$ cat src/fault_monitor_pkg.sv
package fault_monitor_pkg;

  // clock and hour timebase
  localparam int unsigned CLK_HZ          = 50_000_000;
  localparam int unsigned HOUR_SECONDS    = 3600;
  localparam longint      HOUR_CYCLES     = 64'(CLK_HZ) * 64'(HOUR_SECONDS);

  // widths
  localparam int unsigned CODE_W          = 8;
  localparam int unsigned SLOT_COUNT      = 4;
  localparam int unsigned HOURS_W         = 16;
  localparam int unsigned BETWEEN_W       = 17;  // range reaches 65536
  localparam int unsigned VALUE_W         = 16;
  localparam int unsigned TERM_W          = 8;
  localparam int unsigned SEL_W           = 8;

  // reset values
  localparam logic [HOURS_W-1:0]   HOURS_RESET   = 16'h0000;
  localparam logic [BETWEEN_W-1:0] BETWEEN_RESET = 17'h00000;
  localparam logic [BETWEEN_W-1:0] BETWEEN_MAX   = 17'h10000;
  localparam logic [CODE_W-1:0]    NO_FAULT_CODE = 8'h00;

  // analog output selector codes
  localparam logic [SEL_W-1:0] SEL_VOLTAGE_IN = 8'h05;
  localparam logic [SEL_W-1:0] SEL_CURRENT_IN = 8'h06;
  localparam logic [SEL_W-1:0] SEL_THIRD_IN   = 8'h07;

  // drive quantities sampled at a fault
  typedef struct packed {
    logic [VALUE_W-1:0] freq_cmd;      // 0.01 Hz
    logic [VALUE_W-1:0] out_freq;      // 0.01 Hz
    logic [VALUE_W-1:0] out_current;   // 0.1 A
    logic [VALUE_W-1:0] out_voltage;   // 0.1 V
    logic [VALUE_W-1:0] dc_voltage;    // 0.1 V
    logic [TERM_W-1:0]  in_term;       // 1 = closed
    logic [TERM_W-1:0]  out_term;
  } drive_snap_t;

  // analog input readings, 0.1 percent steps
  typedef struct packed {
    logic [VALUE_W-1:0] voltage_in;
    logic [VALUE_W-1:0] current_in;
    logic [VALUE_W-1:0] third_in;
  } analog_in_t;

  typedef enum logic [1:0] {
    ST_CLEAR   = 2'b00,
    ST_FAULTED = 2'b01
  } fault_state_t;

endpackage

$ cat src/fault_history_and_hour_monitor.sv
`timescale 1ns/1ps
// What this block does
// four fault slots, newest in first, older entries shift down each fault
// hours from previous to latest fault, up to 65536, cleared on reset
// on fault capture frequencies, current, voltages and terminal states
// snapshot values clear once faults cleared and system reset
// power-on hours count 0 to 65535 then wrap to 0
// run hours count while running, 0 to 65535, then wrap
// live input terminals shown as eight bits, 1 closed, 0 open
// terminal snapshots use the same encoding as live status
// selector codes 05, 06, 07 route voltage, current, third input
// encoder speed feedback in 0.1 percent steps, 1000 is max frequency
// motor speed in rpm, valid only with encoder feedback enabled
// voltage input reported as percentage of 0 to 10 V span
// with closed loop controller on, third input is its target
// all hour counters advance from one common hour tick
module fault_history_and_hour_monitor #(
  parameter longint HOUR_CYCLES_P = fault_monitor_pkg::HOUR_CYCLES
) (
  // clock and reset
  input  wire logic                                  MCLK_I,
  input  wire logic                                  RESET_I,
  // fault events
  input  wire logic                                  FAULT_PULSE_I,
  input  wire logic [fault_monitor_pkg::CODE_W-1:0]  FAULT_CODE_I,
  input  wire logic                                  FAULT_RESET_I,
  // drive state
  input  wire logic                                  RUN_I,
  input  wire fault_monitor_pkg::drive_snap_t        LIVE_I,
  input  wire fault_monitor_pkg::analog_in_t         ANALOG_IN_I,
  input  wire logic [fault_monitor_pkg::VALUE_W-1:0] ENCODER_SPEED_I,
  input  wire logic [fault_monitor_pkg::VALUE_W-1:0] MOTOR_RPM_I,
  input  wire logic                                  ENCODER_FEEDBACK_EN_I,
  input  wire logic                                  CLOSED_LOOP_EN_I,
  // selectors
  input  wire logic [fault_monitor_pkg::SEL_W-1:0]   FIRST_OUTPUT_SELECTOR_I,
  input  wire logic [fault_monitor_pkg::SEL_W-1:0]   SECOND_OUTPUT_SELECTOR_I,
  // fault history
  output logic [fault_monitor_pkg::CODE_W-1:0]       NEWEST_FAULT_SLOT_O,
  output logic [fault_monitor_pkg::CODE_W-1:0]       SECOND_FAULT_SLOT_O,
  output logic [fault_monitor_pkg::CODE_W-1:0]       THIRD_FAULT_SLOT_O,
  output logic [fault_monitor_pkg::CODE_W-1:0]       OLDEST_FAULT_SLOT_O,
  output logic [fault_monitor_pkg::BETWEEN_W-1:0]    HOURS_BETWEEN_FAULTS_O,
  output fault_monitor_pkg::drive_snap_t             FAULT_SNAPSHOT_O,
  // hour counters
  output logic [fault_monitor_pkg::HOURS_W-1:0]      POWER_ON_HOURS_O,
  output logic [fault_monitor_pkg::HOURS_W-1:0]      RUN_HOURS_O,
  output logic                                       HOUR_TICK_O,
  // live readings
  output logic [fault_monitor_pkg::TERM_W-1:0]       LIVE_INPUT_TERMINAL_STATUS_O,
  output logic [fault_monitor_pkg::TERM_W-1:0]       LIVE_OUTPUT_TERMINAL_STATUS_O,
  output logic [fault_monitor_pkg::VALUE_W-1:0]      ENCODER_SPEED_FEEDBACK_O,
  output logic [fault_monitor_pkg::VALUE_W-1:0]      MOTOR_SPEED_READING_O,
  output logic                                       MOTOR_SPEED_VALID_O,
  output fault_monitor_pkg::analog_in_t              ANALOG_READING_O,
  output logic [fault_monitor_pkg::VALUE_W-1:0]      CONTROLLER_TARGET_O,
  output logic [fault_monitor_pkg::VALUE_W-1:0]      FIRST_ANALOG_OUTPUT_O,
  output logic [fault_monitor_pkg::VALUE_W-1:0]      SECOND_ANALOG_OUTPUT_O
);
  import fault_monitor_pkg::*;

  ////////////////////////////////////////////////////////////////////////////
  // state

  typedef struct packed {
    logic [63:0]                     tick_cnt;
    logic                            tick;
    fault_state_t                    fstate;
    logic [SLOT_COUNT*CODE_W-1:0]    slots;
    logic [BETWEEN_W-1:0]            between;
    logic [BETWEEN_W-1:0]            since;
    drive_snap_t                     snap;
    logic [HOURS_W-1:0]              pwr_hours;
    logic [HOURS_W-1:0]              run_hours;
    logic [TERM_W-1:0]               live_in;
    logic [TERM_W-1:0]               live_out;
    logic [VALUE_W-1:0]              enc_speed;
    logic [VALUE_W-1:0]              rpm;
    logic                            rpm_valid;
    analog_in_t                      analog;
    logic [VALUE_W-1:0]              target;
    logic [VALUE_W-1:0]              ao1;
    logic [VALUE_W-1:0]              ao2;
  } mon_state_t;

  mon_state_t st_r;
  mon_state_t st_nxt;

  localparam logic [63:0] TICK_LAST = 64'(HOUR_CYCLES_P - 1);

  // selector routing; other codes drive zero
  function automatic logic [VALUE_W-1:0] route(input logic [SEL_W-1:0] sel,
                                               input analog_in_t a);
    logic [VALUE_W-1:0] v;
    v = '0;
    case (sel)
      SEL_VOLTAGE_IN: v = a.voltage_in;
      SEL_CURRENT_IN: v = a.current_in;
      SEL_THIRD_IN:   v = a.third_in;
      default:        v = '0;
    endcase
    return v;
  endfunction

  ////////////////////////////////////////////////////////////////////////////
  // next state

  always_comb begin
    st_nxt = st_r;
    // common hour timebase
    st_nxt.tick = 1'b0;
    if (st_r.tick_cnt == TICK_LAST) begin
      st_nxt.tick_cnt = '0;
      st_nxt.tick     = 1'b1;
    end else begin
      st_nxt.tick_cnt = st_r.tick_cnt + 64'h1;
    end
    // power-on and run hours wrap naturally at 16 bits
    if (st_r.tick) begin
      st_nxt.pwr_hours = st_r.pwr_hours + 16'h0001;
      if (RUN_I) begin
        st_nxt.run_hours = st_r.run_hours + 16'h0001;
      end
      if (st_r.since != BETWEEN_MAX) begin
        st_nxt.since = st_r.since + 17'h00001;
      end
    end
    // fault event: shift history, sample drive, latch elapsed hours
    case (st_r.fstate)
      ST_CLEAR, ST_FAULTED: begin
        if (FAULT_PULSE_I) begin
          st_nxt.slots   = {st_r.slots[(SLOT_COUNT-1)*CODE_W-1:0],
                            FAULT_CODE_I};
          st_nxt.snap    = LIVE_I;
          st_nxt.between = st_r.since;
          st_nxt.since   = BETWEEN_RESET;
          st_nxt.fstate  = ST_FAULTED;
        end else if (FAULT_RESET_I && st_r.fstate == ST_FAULTED) begin
          st_nxt.snap    = '0;
          st_nxt.between = BETWEEN_RESET;
          st_nxt.since   = BETWEEN_RESET;
          st_nxt.fstate  = ST_CLEAR;
        end
      end
      default: st_nxt.fstate = ST_CLEAR;
    endcase
    // live readings
    st_nxt.live_in   = LIVE_I.in_term;
    st_nxt.live_out  = LIVE_I.out_term;
    st_nxt.enc_speed = ENCODER_SPEED_I;
    st_nxt.rpm       = ENCODER_FEEDBACK_EN_I ? MOTOR_RPM_I : '0;
    st_nxt.rpm_valid = ENCODER_FEEDBACK_EN_I;
    st_nxt.analog    = ANALOG_IN_I;
    st_nxt.target    = CLOSED_LOOP_EN_I ? ANALOG_IN_I.third_in : '0;
    st_nxt.ao1       = route(FIRST_OUTPUT_SELECTOR_I, ANALOG_IN_I);
    st_nxt.ao2       = route(SECOND_OUTPUT_SELECTOR_I, ANALOG_IN_I);
  end

  ////////////////////////////////////////////////////////////////////////////
  // registers

  always_ff @(posedge MCLK_I) begin
    if (RESET_I) begin
      st_r           <= '0;
      st_r.fstate    <= ST_CLEAR;
      st_r.pwr_hours <= HOURS_RESET;
      st_r.run_hours <= HOURS_RESET;
      st_r.between   <= BETWEEN_RESET;
      st_r.since     <= BETWEEN_RESET;
    end else begin
      st_r <= st_nxt;
    end
  end

  ////////////////////////////////////////////////////////////////////////////
  // outputs

  assign NEWEST_FAULT_SLOT_O           = st_r.slots[CODE_W-1:0];
  assign SECOND_FAULT_SLOT_O           = st_r.slots[2*CODE_W-1:CODE_W];
  assign THIRD_FAULT_SLOT_O            = st_r.slots[3*CODE_W-1:2*CODE_W];
  assign OLDEST_FAULT_SLOT_O           = st_r.slots[4*CODE_W-1:3*CODE_W];
  assign HOURS_BETWEEN_FAULTS_O        = st_r.between;
  assign FAULT_SNAPSHOT_O              = st_r.snap;
  assign POWER_ON_HOURS_O              = st_r.pwr_hours;
  assign RUN_HOURS_O                   = st_r.run_hours;
  assign HOUR_TICK_O                   = st_r.tick;
  assign LIVE_INPUT_TERMINAL_STATUS_O  = st_r.live_in;
  assign LIVE_OUTPUT_TERMINAL_STATUS_O = st_r.live_out;
  assign ENCODER_SPEED_FEEDBACK_O      = st_r.enc_speed;
  assign MOTOR_SPEED_READING_O         = st_r.rpm;
  assign MOTOR_SPEED_VALID_O           = st_r.rpm_valid;
  assign ANALOG_READING_O              = st_r.analog;
  assign CONTROLLER_TARGET_O           = st_r.target;
  assign FIRST_ANALOG_OUTPUT_O         = st_r.ao1;
  assign SECOND_ANALOG_OUTPUT_O        = st_r.ao2;

  ////////////////////////////////////////////////////////////////////////////
  // assertions

  a_slot_shift: assert property (
    @(posedge MCLK_I) disable iff (RESET_I)
    FAULT_PULSE_I |=> NEWEST_FAULT_SLOT_O == $past(FAULT_CODE_I) &&
      SECOND_FAULT_SLOT_O == $past(NEWEST_FAULT_SLOT_O) &&
      THIRD_FAULT_SLOT_O == $past(SECOND_FAULT_SLOT_O) &&
      OLDEST_FAULT_SLOT_O == $past(THIRD_FAULT_SLOT_O)
  ) else $error("fault history did not shift");

  a_slot_keep: assert property (
    @(posedge MCLK_I) disable iff (RESET_I)
    !FAULT_PULSE_I |=> $stable(NEWEST_FAULT_SLOT_O) &&
      $stable(OLDEST_FAULT_SLOT_O)
  ) else $error("fault history moved without a fault");

  a_between_latch: assert property (
    @(posedge MCLK_I) disable iff (RESET_I)
    FAULT_PULSE_I |=> HOURS_BETWEEN_FAULTS_O == $past(st_r.since)
  ) else $error("hours between faults not latched");

  a_snap_capture: assert property (
    @(posedge MCLK_I) disable iff (RESET_I)
    FAULT_PULSE_I |=> FAULT_SNAPSHOT_O == $past(LIVE_I)
  ) else $error("snapshot not captured");

  a_snap_encoding: assert property (
    @(posedge MCLK_I) disable iff (RESET_I)
    FAULT_PULSE_I |=>
      FAULT_SNAPSHOT_O.in_term == LIVE_INPUT_TERMINAL_STATUS_O &&
      FAULT_SNAPSHOT_O.out_term == LIVE_OUTPUT_TERMINAL_STATUS_O
  ) else $error("snapshot terminal encoding differs from live");

  a_snap_clear: assert property (
    @(posedge MCLK_I) disable iff (RESET_I)
    (FAULT_RESET_I && !FAULT_PULSE_I && st_r.fstate == ST_FAULTED)
    |=> FAULT_SNAPSHOT_O == '0 && HOURS_BETWEEN_FAULTS_O == '0
  ) else $error("snapshot not cleared");

  a_power_wrap: assert property (
    @(posedge MCLK_I) disable iff (RESET_I)
    HOUR_TICK_O |=>
      POWER_ON_HOURS_O == $past(POWER_ON_HOURS_O) + 16'h0001
  ) else $error("power-on hours did not advance");

  a_hours_hold: assert property (
    @(posedge MCLK_I) disable iff (RESET_I)
    !HOUR_TICK_O |=> $stable(POWER_ON_HOURS_O) && $stable(RUN_HOURS_O)
  ) else $error("hour counters moved without a tick");

  a_run_advance: assert property (
    @(posedge MCLK_I) disable iff (RESET_I)
    (HOUR_TICK_O && RUN_I) |=>
      RUN_HOURS_O == $past(RUN_HOURS_O) + 16'h0001
  ) else $error("run hours did not advance");

  a_run_hold: assert property (
    @(posedge MCLK_I) disable iff (RESET_I)
    (HOUR_TICK_O && !RUN_I) |=> $stable(RUN_HOURS_O)
  ) else $error("run hours moved while stopped");

  a_tick_single: assert property (
    @(posedge MCLK_I) disable iff (RESET_I)
    HOUR_TICK_O |=> !HOUR_TICK_O
  ) else $error("hour tick longer than one cycle");

  a_live_input: assert property (
    @(posedge MCLK_I) disable iff (RESET_I)
    ##1 LIVE_INPUT_TERMINAL_STATUS_O == $past(LIVE_I.in_term)
  ) else $error("live input status stale");

  a_enc_feedback: assert property (
    @(posedge MCLK_I) disable iff (RESET_I)
    ##1 ENCODER_SPEED_FEEDBACK_O == $past(ENCODER_SPEED_I)
  ) else $error("encoder speed feedback stale");

  a_analog_live: assert property (
    @(posedge MCLK_I) disable iff (RESET_I)
    ##1 ANALOG_READING_O == $past(ANALOG_IN_I)
  ) else $error("analog readings stale");

  a_select_route: assert property (
    @(posedge MCLK_I) disable iff (RESET_I)
    FIRST_OUTPUT_SELECTOR_I == SEL_THIRD_IN
    |=> FIRST_ANALOG_OUTPUT_O == $past(ANALOG_IN_I.third_in)
  ) else $error("selector routing wrong");

  a_second_route: assert property (
    @(posedge MCLK_I) disable iff (RESET_I)
    SECOND_OUTPUT_SELECTOR_I == SEL_VOLTAGE_IN
    |=> SECOND_ANALOG_OUTPUT_O == $past(ANALOG_IN_I.voltage_in)
  ) else $error("second selector routing wrong");

  a_rpm_gate: assert property (
    @(posedge MCLK_I) disable iff (RESET_I)
    !ENCODER_FEEDBACK_EN_I |=> MOTOR_SPEED_READING_O == '0 &&
      !MOTOR_SPEED_VALID_O
  ) else $error("motor speed shown without feedback");

  a_rpm_pass: assert property (
    @(posedge MCLK_I) disable iff (RESET_I)
    ENCODER_FEEDBACK_EN_I |=>
      MOTOR_SPEED_READING_O == $past(MOTOR_RPM_I) && MOTOR_SPEED_VALID_O
  ) else $error("motor speed not shown with feedback");

  a_target_gate: assert property (
    @(posedge MCLK_I) disable iff (RESET_I)
    CLOSED_LOOP_EN_I |=>
      CONTROLLER_TARGET_O == $past(ANALOG_IN_I.third_in)
  ) else $error("controller target wrong");

  c_fault_seen: cover property (@(posedge MCLK_I) disable iff (RESET_I)
    FAULT_PULSE_I ##1 FAULT_PULSE_I);
  c_fault_reset: cover property (@(posedge MCLK_I) disable iff (RESET_I)
    st_r.fstate == ST_FAULTED ##1 st_r.fstate == ST_CLEAR);
  c_hour_tick: cover property (@(posedge MCLK_I) disable iff (RESET_I)
    HOUR_TICK_O && RUN_I);
  c_clear_refused: cover property (@(posedge MCLK_I) disable iff (RESET_I)
    FAULT_RESET_I && st_r.fstate == ST_CLEAR);
  c_fault_beats_clear: cover property (@(posedge MCLK_I) disable iff (RESET_I)
    FAULT_PULSE_I && FAULT_RESET_I);

endmodule

$ cat config.mk
export PLATFORM = sky130hd
export DESIGN_NAME = fault_history_and_hour_monitor
export DESIGN_NICKNAME = d
export VERILOG_FILES = /design/src/fault_monitor_pkg.sv /design/src/fault_history_and_hour_monitor.sv
export SDC_FILE = /design/constraint.sdc
export NUM_CORES = 1
export LEC_CHECK = 0
export ABC_CLOCK_PERIOD_IN_PS = 2350
export BUFFER_PORTS_ARGS = -buffer_cell sky130_fd_sc_hd__buf_2
export CAP_MARGIN = 20
export CORE_MARGIN = 8
export CORE_UTILIZATION = 46
export DETAILED_ROUTE_END_ITERATION = 10
export PLACE_DENSITY = 0.76
export SLEW_MARGIN = 20
export SYNTH_ARGS = -nofsm -noshare
export SYNTH_HDL_FRONTEND = slang
export SYNTH_SLANG_ARGS = --single-unit
export TNS_END_PERCENT = 20
$ cat constraint.sdc
create_clock -name MCLK_I -period 2.35 [get_ports MCLK_I]
set_input_delay 0.47 -clock MCLK_I [delete_from_list [all_inputs] [get_ports MCLK_I]]
set_output_delay 0.47 -clock MCLK_I [all_outputs]
set_load 0.01 [all_outputs]
==> results of run 1 <==
## critical path, cell delays in order, from the launching register on
cell and delay [ns]:
dfxtp_1 0.35, nand3_2 0.10, or4_4 0.54, or4_4 0.59, buf_4 0.17, o41ai_2 0.37, a21oi_1 0.11
## cell type report
type                            count  area, sq um
Fill cell                        3114        16740
Sequential cell                   405         8123
Multi-Input combinational cell    879         5883
Timing Repair Buffer              620         3420
Clock buffer                       60         1250
Tap cell                          468        585.6
Clock inverter                     17        182.7
Inverter                           19        71.32
Antenna cell                        3        7.507
## final timing paths
check / endpoint / slack, ns / depth (start not counted)
max: st_r[398] / -0.02 / 6
min: MOTOR_SPEED_READING_O[9] / 0.11 / 2
max reg2reg: st_r[398] / -0.02 / 6
min reg2reg: FAULT_SNAPSHOT_O[0] / 0.47 / 1
## power by group through the flow
| stage | logic, W | registers, W | clock network (W) |
|---|---|---|---|
| floorplan | 0.000799 | 0.00730 | 0 |
| global placement | 0.00110 | 0.00731 | 0 |
| detailed placement | 0.00112 | 0.00732 | 0 |
| CTS | 0.00113 | 0.00717 | 0.00695 |
| global route | 0.00121 | 0.00719 | 0.00723 |
| finish | 0.00113 | 0.00717 | 0.00679 |
## through the flow
stage	total power (W)	std cells	util	TNS, ns	setup slack (ns)
finish	0.01510	2471	0.5384	-0.02373	-0.02373
global route	0.01562	2469	0.5383	-0.5232	-0.03730
CTS	0.01524	2467	0.5355	0	0.004551
detailed placement	0.008441	2390	0.4958	-0.4462	-0.08290
global placement	0.008418	2390	0.4958	-0.09922	-0.04022
floorplan	0.008096	1712	-	0	0.02805
## cells by family after synthesis
| logic type | share of synthesized area |
|---|---|
| adder cells (fa/ha/maj) | 0.003739 |
| XOR/XNOR | 0.04397 |
| multiplexers | 0.04247 |
| flip-flops | 0.4846 |
| buffers and inverters | 0.1694 |
| AO/OA/AOI/OAI | 0.09145 |
| AND/OR/NAND/NOR | 0.1644 |
## state kept, by name, summed over array words and instances, names as in the netlist, 8 cells and up
| register | cells |
|---|---|
| ENCODER_SPEED_FEEDBACK_O | 16 |
| FIRST_ANALOG_OUTPUT_O | 16 |
| st_r | 82 |
| FAULT_SNAPSHOT_O | 96 |
| RUN_HOURS_O | 16 |
| HOURS_BETWEEN_FAULTS_O | 17 |
| ANALOG_READING_O | 48 |
| THIRD_FAULT_SLOT_O | 8 |
| SECOND_FAULT_SLOT_O | 8 |
| SECOND_ANALOG_OUTPUT_O | 16 |
| CONTROLLER_TARGET_O | 16 |
| OLDEST_FAULT_SLOT_O | 8 |
| POWER_ON_HOURS_O | 16 |
| LIVE_OUTPUT_TERMINAL_STATUS_O | 8 |
| LIVE_INPUT_TERMINAL_STATUS_O | 8 |
| MOTOR_SPEED_READING_O | 16 |
| NEWEST_FAULT_SLOT_O | 8 |
## cell usage in the layout, fill, tap and decap left out, types with 5 or more instances in the layout
master	synthesis	layout
a21oi_1	25	22
a22o_1	113	113
a22oi_1	32	32
and2_1	35	35
and3_1	16	16
and4_1	6	6
buf_12	0	6
buf_2	7	528
buf_4	323	83
clkbuf_1	73	6
clkbuf_16	0	43
clkbuf_8	0	11
clkinv_2	0	8
dfxtp_1	405	393
dfxtp_2	0	12
inv_1	19	19
mux2_2	32	32
mux2i_1	35	35
nand2_1	42	42
nand3_1	37	36
nand4_1	36	36
nor2_1	172	172
nor2b_1	86	84
nor3_1	21	20
nor4_1	23	22
nor4b_1	5	5
o21ai_0	11	11
o21ai_1	6	6
or3_1	24	23
or4_1	14	9
or4_4	0	5
xnor2_1	48	48
xor2_1	36	36
## metal layers
layer	vias up	part of all wire	GRT usage
met5	-	0.00046	0
met3	127	0.096	0.07413
li1	6017	-	-
met2	525	0.46	0.3534
met4	4	0.044	0.09594
met1	5990	0.40	0.2566
## what timing repair did
| action | 4_1_cts | 5_1_grt |
|---|---|---|
| pin swaps | 0 | 5 |
| endpoints found under the setup margin | 13 | 40 |
| resized for setup | 2 | 27 |
| setup buffers | 0 | 1 |
| cloned | 0 | 0 |
==> impl_metrics.env, run 1 <==
export IMPL_yosysMostFrequentCell="dfxtp_1"
export IMPL_syn_cell_area_sq_mm=0.01673
export IMPL_power_leakage_nw=8.867
export IMPL_finalCriticalPeriod_ns=2.374
export IMPL_finalSetupViolations=1
export IMPL_hold_path_startpoint="MOTOR_RPM_I[9]"
export IMPL_seqPwrFrac=0.475
export IMPL_worstSetupPathType="reg -> reg"
export IMPL_startpoint="st_r[355]"
export IMPL_fp_dieH_um=206.7
export IMPL_synth_commonest_cells="dfxtp_1, buf_4, nor2_1"
export IMPL_grt_pass1_vias=12360
export IMPL_drt_antenna_violating_nets=0
export IMPL_drt_iter0_drc=895
export IMPL_via_per_inst=5.125
export IMPL_postLayoutCellArea_sq_mm=0.01952
export IMPL_num_rows=70
export IMPL_clk_latency_ns=0.56
export IMPL_die_x_um=206.7
export IMPL_p_comb_frac=0.075
export IMPL_hold_viol_final=0
export IMPL_tightest_slew_ns=0.9958
export IMPL_grt_overflow=0
export IMPL_track_usage=0.2167
export IMPL_yosysSeqAreaShare=0.4846
export IMPL_final_nets=2179
export IMPL_totalWireLength_um=49840
export IMPL_async_flop_share=0
export IMPL_drv_cap=0
export IMPL_htree_levels=2
export IMPL_violations="setup timing"
export IMPL_synth_largest_area_cell="dfxtp_1"
export IMPL_synth_edff_count=0
export IMPL_syn_inst=1712
export IMPL_initial_utilization=0.4615
export IMPL_ys_ff_latch=405
export IMPL_hold_ws_ns=0.1122
export IMPL_start_kind="flop"
export IMPL_setup_slack_ns=-0.02373
export IMPL_grt_max_degree=98
export IMPL_cp_max_fo=4
export IMPL_synth_cell_types=44
export IMPL_r2r_start="st_r[355]"
export IMPL_dp_hpwl_um=38440
export IMPL_coreArea_sq_mm=0.03626
export IMPL_period_share=1.010
export IMPL_powerDensity_mw_per_mm2=773.3
export IMPL_ioPinCount=530
export IMPL_drt_first_pass_iters=5
export IMPL_clock_skew_ns=0.02454
export IMPL_min_path_type="in -> reg"
export IMPL_clk_path_buf_depth=3
export IMPL_yosysWarnings=0
export IMPL_switchingPower_w=0.003466
export IMPL_outcome="finished with violations"
export IMPL_drive_gt1_frac=0.3790
export IMPL_grt_pass1_wl_um=71880
export IMPL_path_clk_slew_ns=0.06
export IMPL_drc_errors=0
export IMPL_fmax_ghz=0.4213
export IMPL_yosysTopAreaCellShare=0.4846
export IMPL_syn_nets=1924
export IMPL_cts_buffers=42
export IMPL_dpl_cell_area_sq_mm=0.01798
export IMPL_ys_flop_type="dfxtp_1"
export IMPL_p_int_w=0.01163
export IMPL_critPathCaptureType="flop"
export IMPL_ir_drop_mv=0.6789
export IMPL_wire_per_inst_um=20.17
export IMPL_crit_arrival_ns=2.79
export IMPL_area_delta_synth_final_pct=16.68
export IMPL_yosys_top_cells_area="dfxtp_1, buf_4, a22o_1"
export IMPL_clock_root_buffer="clkbuf_16"
export IMPL_required_ns=2.77
export IMPL_cts_tree="built"
export IMPL_cts_sinks=405
export IMPL_postCtsHoldBufs=0
export IMPL_slew_headroom=0.3348
export IMPL_place_congestion=0.9378
export IMPL_finalMaxSlewViolations=0
export IMPL_swShare=0.2296
export IMPL_io_buffers=529
export IMPL_grt_antenna_before_repair=4
export IMPL_dr_total_vias=12660
export IMPL_avgSynthCellArea_sq_um=9.774
export IMPL_p_clk_frac=0.450
export IMPL_die_area_sq_mm=0.04273
(Power assumes the default switching activity.)
==> run 2: changes to the inputs <==
--- a/config.mk
+++ b/config.mk
@@ -12,6 +12,7 @@
 export CORE_UTILIZATION = 46
 export DETAILED_ROUTE_END_ITERATION = 10
 export PLACE_DENSITY = 0.76
+export SETUP_SLACK_MARGIN = 0.15
 export SLEW_MARGIN = 20
 export SYNTH_ARGS = -nofsm -noshare
 export SYNTH_HDL_FRONTEND = slang
==> impl_metrics.env, run 2 (synthesis gave the netlist of run 1 again) <==
export IMPL_dr_total_vias=12740
export IMPL_grt_antenna_before_repair=4
export IMPL_startpoint="st_r[377]"
export IMPL_drt_first_pass_iters=8
export IMPL_die_area_sq_mm=0.04273
export IMPL_track_usage=0.2097
export IMPL_crit_arrival_ns=2.79
export IMPL_r2r_cells=7
export IMPL_fp_dieH_um=206.7
export IMPL_drv_cap=0
export IMPL_dp_hpwl_um=36840
export IMPL_powerDensity_mw_per_mm2=760.4
export IMPL_mostFrequentLayoutCells="buf_2, dfxtp_1, nor2_1, a22o_1, nor2b_1"
export IMPL_final_nets=2186
export IMPL_cts_buffers=42
export IMPL_fmax_ghz=0.4323
export IMPL_ff2ff_setup_slack_ns=0.04
export IMPL_fillCellCount=3068
export IMPL_drc_errors=0
export IMPL_path_clk_slew_ns=0.06
export IMPL_regArea_sq_mm=0.008139
export IMPL_cts_sinks=405
export IMPL_worstSetupPathType="reg -> reg"
export IMPL_power_leakage_nw=8.973
export IMPL_via_per_inst=5.140
export IMPL_drt_iter0_drc=959
export IMPL_grt_pass1_vias=12330
export IMPL_setup_slack_ns=0.03681
export IMPL_ir_drop_mv=0.6460
export IMPL_critPathCapture="st_r[399]"
export IMPL_grt_overflow=0
export IMPL_critPathCaptureType="flop"
export IMPL_finalMaxSlewViolations=0
export IMPL_final_common_cell="buf_2"
export IMPL_clock_root_buffer="clkbuf_16"
export IMPL_seqPwrFrac=0.476
export IMPL_htree_levels=2
export IMPL_die_x_um=206.7
export IMPL_wl_met2_um=23850
export IMPL_worst_r2r_endpoint="st_r[399]"
export IMPL_timing_setup_tns_ns=0
export IMPL_coreArea_sq_mm=0.03626
export IMPL_period_share=0.9843
export IMPL_largest_reg_flops=96
export IMPL_clk_path_buf_depth=3
export IMPL_finalCriticalPeriod_ns=2.313
export IMPL_swShare=0.2261
export IMPL_routed_top_layer="met5"
export IMPL_io_buffers=529
export IMPL_postCtsHoldBufs=0
export IMPL_area_delta_synth_final_pct=18.30
export IMPL_p_clk_frac=0.449
export IMPL_cts_tree="built"
export IMPL_met1Wirelength_um=19530
export IMPL_pre_cts_ws_ns=-0.05335
export IMPL_rsz0062_at_grt="yes"
export IMPL_clock_skew_ns=0.009422
export IMPL_start_kind="flop"
export IMPL_p_int_w=0.01165
export IMPL_hold_ws_ns=0.1192
export IMPL_place_congestion=0.8853
export IMPL_multi_input_area_sq_mm=0.006027
export IMPL_drive_gt1_frac=0.3923
export IMPL_num_rows=70
export IMPL_r2r_start="st_r[377]"
export IMPL_required_ns=2.83
export IMPL_cp_max_fo=5
export IMPL_slew_headroom=0.5018
export IMPL_grt_pass1_wl_um=70290
export IMPL_totalWireLength_um=49090
export IMPL_ioPinCount=530
export IMPL_switchingPower_w=0.003404
export IMPL_tightest_slew_ns=0.7439
export IMPL_wire_per_inst_um=19.80
export IMPL_min_path_type="in -> reg"
export IMPL_p_comb_frac=0.074
export IMPL_grt_max_degree=98
export IMPL_dr_wl_met3_um=4132
export IMPL_clk_latency_ns=0.55
export IMPL_fin_util=0.5459
export IMPL_drt_antenna_violating_nets=0
export IMPL_hold_viol_final=0
export IMPL_outcome="complete, no violations"
export IMPL_finalSetupViolations=0
export IMPL_initial_utilization=0.4615
run 2: changes by cell type in the layout (fill, tap and decap cells not counted), sizes merged:
cell / previous run / this run
buf: 620 / 626
clkinv: 12 / 9
clkinvlp: 0 / 2
diode: 3 / 5
bufinv: 3 / 4
clkbuf: 60 / 61
inv: 21 / 20
run 2: worst max-delay path, stage by stage (launching register included):
cell     delay, ns
dfxtp_2       0.36
nand4_1       0.13
buf_4         0.17
or4_4         0.40
or4_4         0.54
buf_4         0.17
or3_1         0.34
a21oi_1       0.14
run 2: power by group through the flow:
stage	clock network [W]	logic [W]	registers, W
2_1_floorplan	0	0.000799	0.00730
3_3_place_gp	0	0.00109	0.00731
6_report	0.00676	0.00112	0.00717
4_1_cts	0.00691	0.00111	0.00717
3_5_place_dp	0	0.00110	0.00733
5_1_grt	0.00717	0.00120	0.00719
run 2: layout make-up:
cell class              count  share of cell area
flip-flops and latches    405              0.4112
multi-input cells         879              0.3045
repair buffers            627              0.1790
clock buffers              60             0.06163
well taps                 468             0.02958
clock inverters            16            0.009924
inverters                  19            0.003603
diodes                      5           0.0006321
run 2: worst min path at each step:
| stage | from | to | slack [ns] | cells after the start |
|---|---|---|---|---|
| 4_1_cts | MOTOR_RPM_I[15] | MOTOR_SPEED_READING_O[15] | 0.09 | 2 |
| 3_3_place_gp | FAULT_SNAPSHOT_O[25] | FAULT_SNAPSHOT_O[25] | 0.46 | 1 |
| 5_1_grt | MOTOR_RPM_I[15] | MOTOR_SPEED_READING_O[15] | 0.10 | 2 |
| 3_5_place_dp | FAULT_SNAPSHOT_O[73] | FAULT_SNAPSHOT_O[73] | 0.46 | 1 |
| 6_report | MOTOR_RPM_I[15] | MOTOR_SPEED_READING_O[15] | 0.12 | 2 |
| 2_1_floorplan | st_r[342] | st_r[342] | 0.43 | 1 |
run 2: per-layer routing:
layer  vias up  global-route usage
li1       6052                   -
met1      6048              0.2514
met2       529              0.3526
met3       112             0.05883
met4         2             0.08318
met5         -                   0
run 2: through the flow:
| stage | total power, W | cells | cell area, sq um |
|---|---|---|---|
| after floorplan | 0.008096 | 1712 | 16800 |
| after global placement | 0.008400 | 2384 | 17990 |
| after detailed placement | 0.008429 | 2384 | 17990 |
| after CTS | 0.01519 | 2469 | 19540 |
| after global routing | 0.01556 | 2476 | 19790 |
| final | 0.01505 | 2479 | 19790 |
run 2: timing repair:
action,CTS,global route
endpoints found under the hold margin,0,0
resized for setup,25,34
pin swaps,7,22
buffers inserted,9,3
gates cloned,0,2
setup endpoints to repair,60,62
==> run 3: changes to the inputs <==
--- a/config.mk
+++ b/config.mk
@@ -9,9 +9,10 @@
 export BUFFER_PORTS_ARGS = -buffer_cell sky130_fd_sc_hd__buf_2
 export CAP_MARGIN = 20
 export CORE_MARGIN = 8
-export CORE_UTILIZATION = 46
+export CORE_UTILIZATION = 40
 export DETAILED_ROUTE_END_ITERATION = 10
-export PLACE_DENSITY = 0.76
+export MAX_ROUTING_LAYER = met4
+export PLACE_DENSITY = 0.68
 export SETUP_SLACK_MARGIN = 0.15
 export SLEW_MARGIN = 20
 export SYNTH_ARGS = -nofsm -noshare
==> impl_metrics.env, run 3 <==
export IMPL_yosysSeqAreaShare=0.4846
export IMPL_yosysTopAreaCellShare=0.4846
export IMPL_yosysMostFrequentCell="dfxtp_1"
export IMPL_fp_dieH_um=220.5
export IMPL_clk_path_buf_depth=3
export IMPL_htree_levels=2
export IMPL_postCtsHoldBufs=0
export IMPL_synth_cell_types=44
export IMPL_cts_buffers=43
export IMPL_yosys_top_cells_area="dfxtp_1, buf_4, a22o_1"
export IMPL_worst_path_end_type="sequential cell input"
export IMPL_stop_stage="detailed routing"
export IMPL_io_buffers=529
export IMPL_firstError="[ERROR DRT-0255] Maze Route cannot find path of net ANALOG_READING_O[20] in worker of routeBox ( 193200 193200 ) ( 220525 220525 )."
export IMPL_ys_ff_latch=405
export IMPL_synth_edff_count=0
export IMPL_clock_root_buffer="clkbuf_16"
export IMPL_syn_inst=1712
export IMPL_grt_max_degree=114
export IMPL_async_flop_share=0
export IMPL_grt_pass1_wl_um=72360
export IMPL_syn_nets=1924
export IMPL_grt_antenna_before_repair=4
export IMPL_grt_pass1_vias=12350
export IMPL_synth_largest_area_cell="dfxtp_1"
export IMPL_ys_flop_type="dfxtp_1"
export IMPL_grt_overflow=0
export IMPL_initial_utilization=0.4016
export IMPL_synth_commonest_cells="dfxtp_1, buf_4, nor2_1"
export IMPL_place_congestion=0.9558
export IMPL_ioPinCount=530
export IMPL_cts_sinks=405
export IMPL_crit_endpoint="st_r[402]$_SDFF_PP0_/D"
export IMPL_avgSynthCellArea_sq_um=9.774
export IMPL_num_rows=75
export IMPL_yosysWarnings=0
export IMPL_dp_hpwl_um=38150
export IMPL_track_usage=0.1951
export IMPL_outcome="did not finish"
export IMPL_syn_cell_area_sq_mm=0.01673
export IMPL_die_x_um=220.5
-- run 3: cells by family after synthesis --
family	after synthesis	synth area share
AOI/OAI and AO/OA	198	0.09145
xor gates and xnor gates	84	0.04397
adders and majority gates	5	0.003739
buffers and inverters	428	0.1694
DFF	405	0.4846
muxes	67	0.04247
and+or+nand+nor	525	0.1644
-- run 3: repair_timing --
action                                  4_1_cts  5_1_grt
setup buffers                                11        0
resized for setup                            28       15
endpoints found under the setup margin       60       62
gates cloned                                  1        0
pin swaps                                    19       11
-- run 3: metrics by stage --
step           area (sq um)  utilization  setup WS [ns]  cells
3_5_place_dp          18030       0.4328       -0.05008   2453
5_1_grt               19840       0.4762       -0.01126   2549
3_3_place_gp          18030       0.4328        0.03747   2453
2_1_floorplan         16800            -         0.1129   1712
4_1_cts               19760       0.4744        0.08688   2545
-- run 3: layer usage --
| layer | track usage |
|---|---|
| met5 | - |
| met4 | 0.07403 |
| met3 | 0.06370 |
| met2 | 0.3156 |
| met1 | 0.2240 |
==> run 4: changes to the inputs <==
--- a/config.mk
+++ b/config.mk
@@ -5,15 +5,13 @@
 export SDC_FILE = /design/constraint.sdc
 export NUM_CORES = 1
 export LEC_CHECK = 0
-export ABC_CLOCK_PERIOD_IN_PS = 2350
+export ABC_CLOCK_PERIOD_IN_PS = 3100
 export BUFFER_PORTS_ARGS = -buffer_cell sky130_fd_sc_hd__buf_2
 export CAP_MARGIN = 20
 export CORE_MARGIN = 8
-export CORE_UTILIZATION = 40
+export CORE_UTILIZATION = 25
 export DETAILED_ROUTE_END_ITERATION = 10
-export MAX_ROUTING_LAYER = met4
-export PLACE_DENSITY = 0.68
-export SETUP_SLACK_MARGIN = 0.15
+export PLACE_DENSITY_LB_ADDON = 0.15
 export SLEW_MARGIN = 20
 export SYNTH_ARGS = -nofsm -noshare
 export SYNTH_HDL_FRONTEND = slang
==> constraint.sdc (replaced) <==
create_clock -name MCLK_I -period 3.1 [get_ports MCLK_I]
set_input_delay 0.62 -clock MCLK_I [delete_from_list [all_inputs] [get_ports MCLK_I]]
set_output_delay 0.62 -clock MCLK_I [all_outputs]
set_load 0.01 [all_outputs]
==> impl_metrics.env, run 4 (synthesis gave the netlist of run 1 again) <==
export IMPL_outcome="complete, no violations"
export IMPL_postCtsHoldBufs=0
export IMPL_power_leakage_nw=8.555
export IMPL_path_clk_slew_ns=0.06
export IMPL_drive_gt1_frac=0.3423
export IMPL_clock_skew_ns=0.02397
export IMPL_holdPathStages=2
export IMPL_pre_cts_ws_ns=0.3828
export IMPL_p_clk_frac=0.475
export IMPL_fillCellCount=7018
export IMPL_finalMaxSlewViolations=0
export IMPL_drv_cap=0
export IMPL_hold_viol_final=0
export IMPL_place_congestion=0.8153
export IMPL_ioPinCount=530
export IMPL_p_int_w=0.009117
export IMPL_drt_antenna_violating_nets=0
export IMPL_p_comb_frac=0.071
export IMPL_cts_sinks=405
export IMPL_grt_overflow=0
export IMPL_dp_hpwl_um=41250
export IMPL_track_usage=0.1355
export IMPL_critPathCaptureType="flop"
export IMPL_startpoint="st_r[363]"
export IMPL_powerDensity_mw_per_mm2=611.1
export IMPL_crit_arrival_ns=3.25
export IMPL_coreArea_sq_mm=0.06668
export IMPL_die_x_um=274.7
export IMPL_cts_setup_buffers=0
export IMPL_final_cells=2822
export IMPL_area_delta_synth_final_pct=16.94
export IMPL_drt_iter0_drc=591
export IMPL_cp_max_fo=17
export IMPL_worst_r2r_endpoint="st_r[397]"
export IMPL_cts_resized_gates=0
export IMPL_period_share=0.8890
export IMPL_start_kind="flop"
export IMPL_swShare=0.2376
export IMPL_final_common_cell="buf_2"
export IMPL_via_per_inst=4.314
export IMPL_switchingPower_w=0.002841
export IMPL_rsz0062_at_grt="no"
export IMPL_slew_headroom=0.2990
export IMPL_fin_util=0.2934
export IMPL_die_area_sq_mm=0.07546
export IMPL_ir_drop_mv=0.3214
export IMPL_ff2ff_setup_slack_ns=0.34
export IMPL_finalCriticalPeriod_ns=2.756
export IMPL_totalWireLength_um=54820
export IMPL_setup_slack_ns=0.3440
export IMPL_drt_first_pass_iters=8
export IMPL_clk_path_buf_depth=3
export IMPL_dpl_cell_area_sq_mm=0.01795
export IMPL_num_rows=95
export IMPL_drc_errors=0
export IMPL_clock_root_buffer="clkbuf_16"
export IMPL_place_inst=2727
export IMPL_required_ns=3.59
export IMPL_finalSetupViolations=0
export IMPL_critPathCapture="st_r[397]"
export IMPL_clk_latency_ns=0.58
export IMPL_grt_antenna_before_repair=11
export IMPL_io_buffers=529
export IMPL_grt_max_degree=114
export IMPL_r2r_start="st_r[363]"
export IMPL_dr_total_vias=12180
export IMPL_final_nets=2117
export IMPL_wire_per_inst_um=19.42
export IMPL_grt_pass1_vias=12090
export IMPL_r2r_cells=5
export IMPL_htree_levels=2
export IMPL_grt_pass1_wl_um=78710
export IMPL_fp_dieH_um=274.7
export IMPL_seqPwrFrac=0.454
export IMPL_min_path_type="in -> reg"
export IMPL_fmax_ghz=0.3628
export IMPL_initial_utilization=0.2509
export IMPL_cts_buffers=49
export IMPL_worstSetupPathType="reg -> reg"
export IMPL_tightest_slew_ns=1.049
export IMPL_cts_tree="built"
export IMPL_mostFrequentLayoutCells="buf_2, dfxtp_1, nor2_1, a22o_1, nor2b_1"
export IMPL_postLayoutCellArea_sq_mm=0.01957
export IMPL_timing_setup_tns_ns=0
export IMPL_largest_reg_flops=96
run 4: area by class of cell:
| type | count | area, sq um | share of cell area |
|---|---|---|---|
| inverters | 19 | 71.32 | 0.003645 |
| repair buffers | 551 | 2872 | 0.1467 |
| flip-flops and latches | 405 | 8108 | 0.4143 |
| clock inverters | 12 | 146.4 | 0.007481 |
| multi-input cells | 879 | 5812 | 0.2970 |
| diodes | 6 | 15.01 | 0.0007673 |
| well taps | 873 | 1092 | 0.05582 |
| clock buffers | 77 | 1451 | 0.07417 |
run 4: routing by layer:
| metal | vias up | wire length (um) | share of wire | global-route usage |
|---|---|---|---|---|
| met4 | 6 | 1984 | 0.036 | 0.05464 |
| li1 | 5897 | - | - | - |
| met5 | - | 41 | 0.00075 | 0 |
| met1 | 5772 | 22150 | 0.40 | 0.1585 |
| met2 | 392 | 26400 | 0.48 | 0.2308 |
| met3 | 108 | 4238 | 0.077 | 0.04006 |
run 4: worst max-delay path, cell delays in order, from the launching register on:
cell	delay, ns
dfxtp_1	0.45
nand4_2	0.19
or4_1	0.57
or4_1	0.76
or4_1	0.56
a21oi_1	0.15
run 4: power by group through the flow:
stage	registers, W	clock network [W]	logic (W)
floorplan	0.00553	0	0.000605
finish	0.00543	0.00568	0.000844
global route	0.00545	0.00612	0.000915
CTS	0.00543	0.00591	0.000861
detailed placement	0.00555	0	0.000857
global placement	0.00554	0	0.000860
run 4: worst min-delay path by stage:
| stage | start | end |
|---|---|---|
| final | MOTOR_RPM_I[7] | MOTOR_SPEED_READING_O[7] |
| after floorplan | st_r[342] | st_r[342] |
| after detailed placement | st_r[342] | st_r[342] |
| after global routing | MOTOR_RPM_I[14] | MOTOR_SPEED_READING_O[14] |
| after CTS | MOTOR_RPM_I[7] | MOTOR_SPEED_READING_O[7] |
| after global placement | st_r[342] | st_r[342] |
run 4: stage by stage:
stage | hold slack, ns | power (W)
floorplan | 0.4259 | 0.006137
global placement | 0.4409 | 0.006404
detailed placement | 0.4553 | 0.006406
CTS | 0.1902 | 0.01220
global route | 0.2082 | 0.01249
finish | 0.2414 | 0.01196
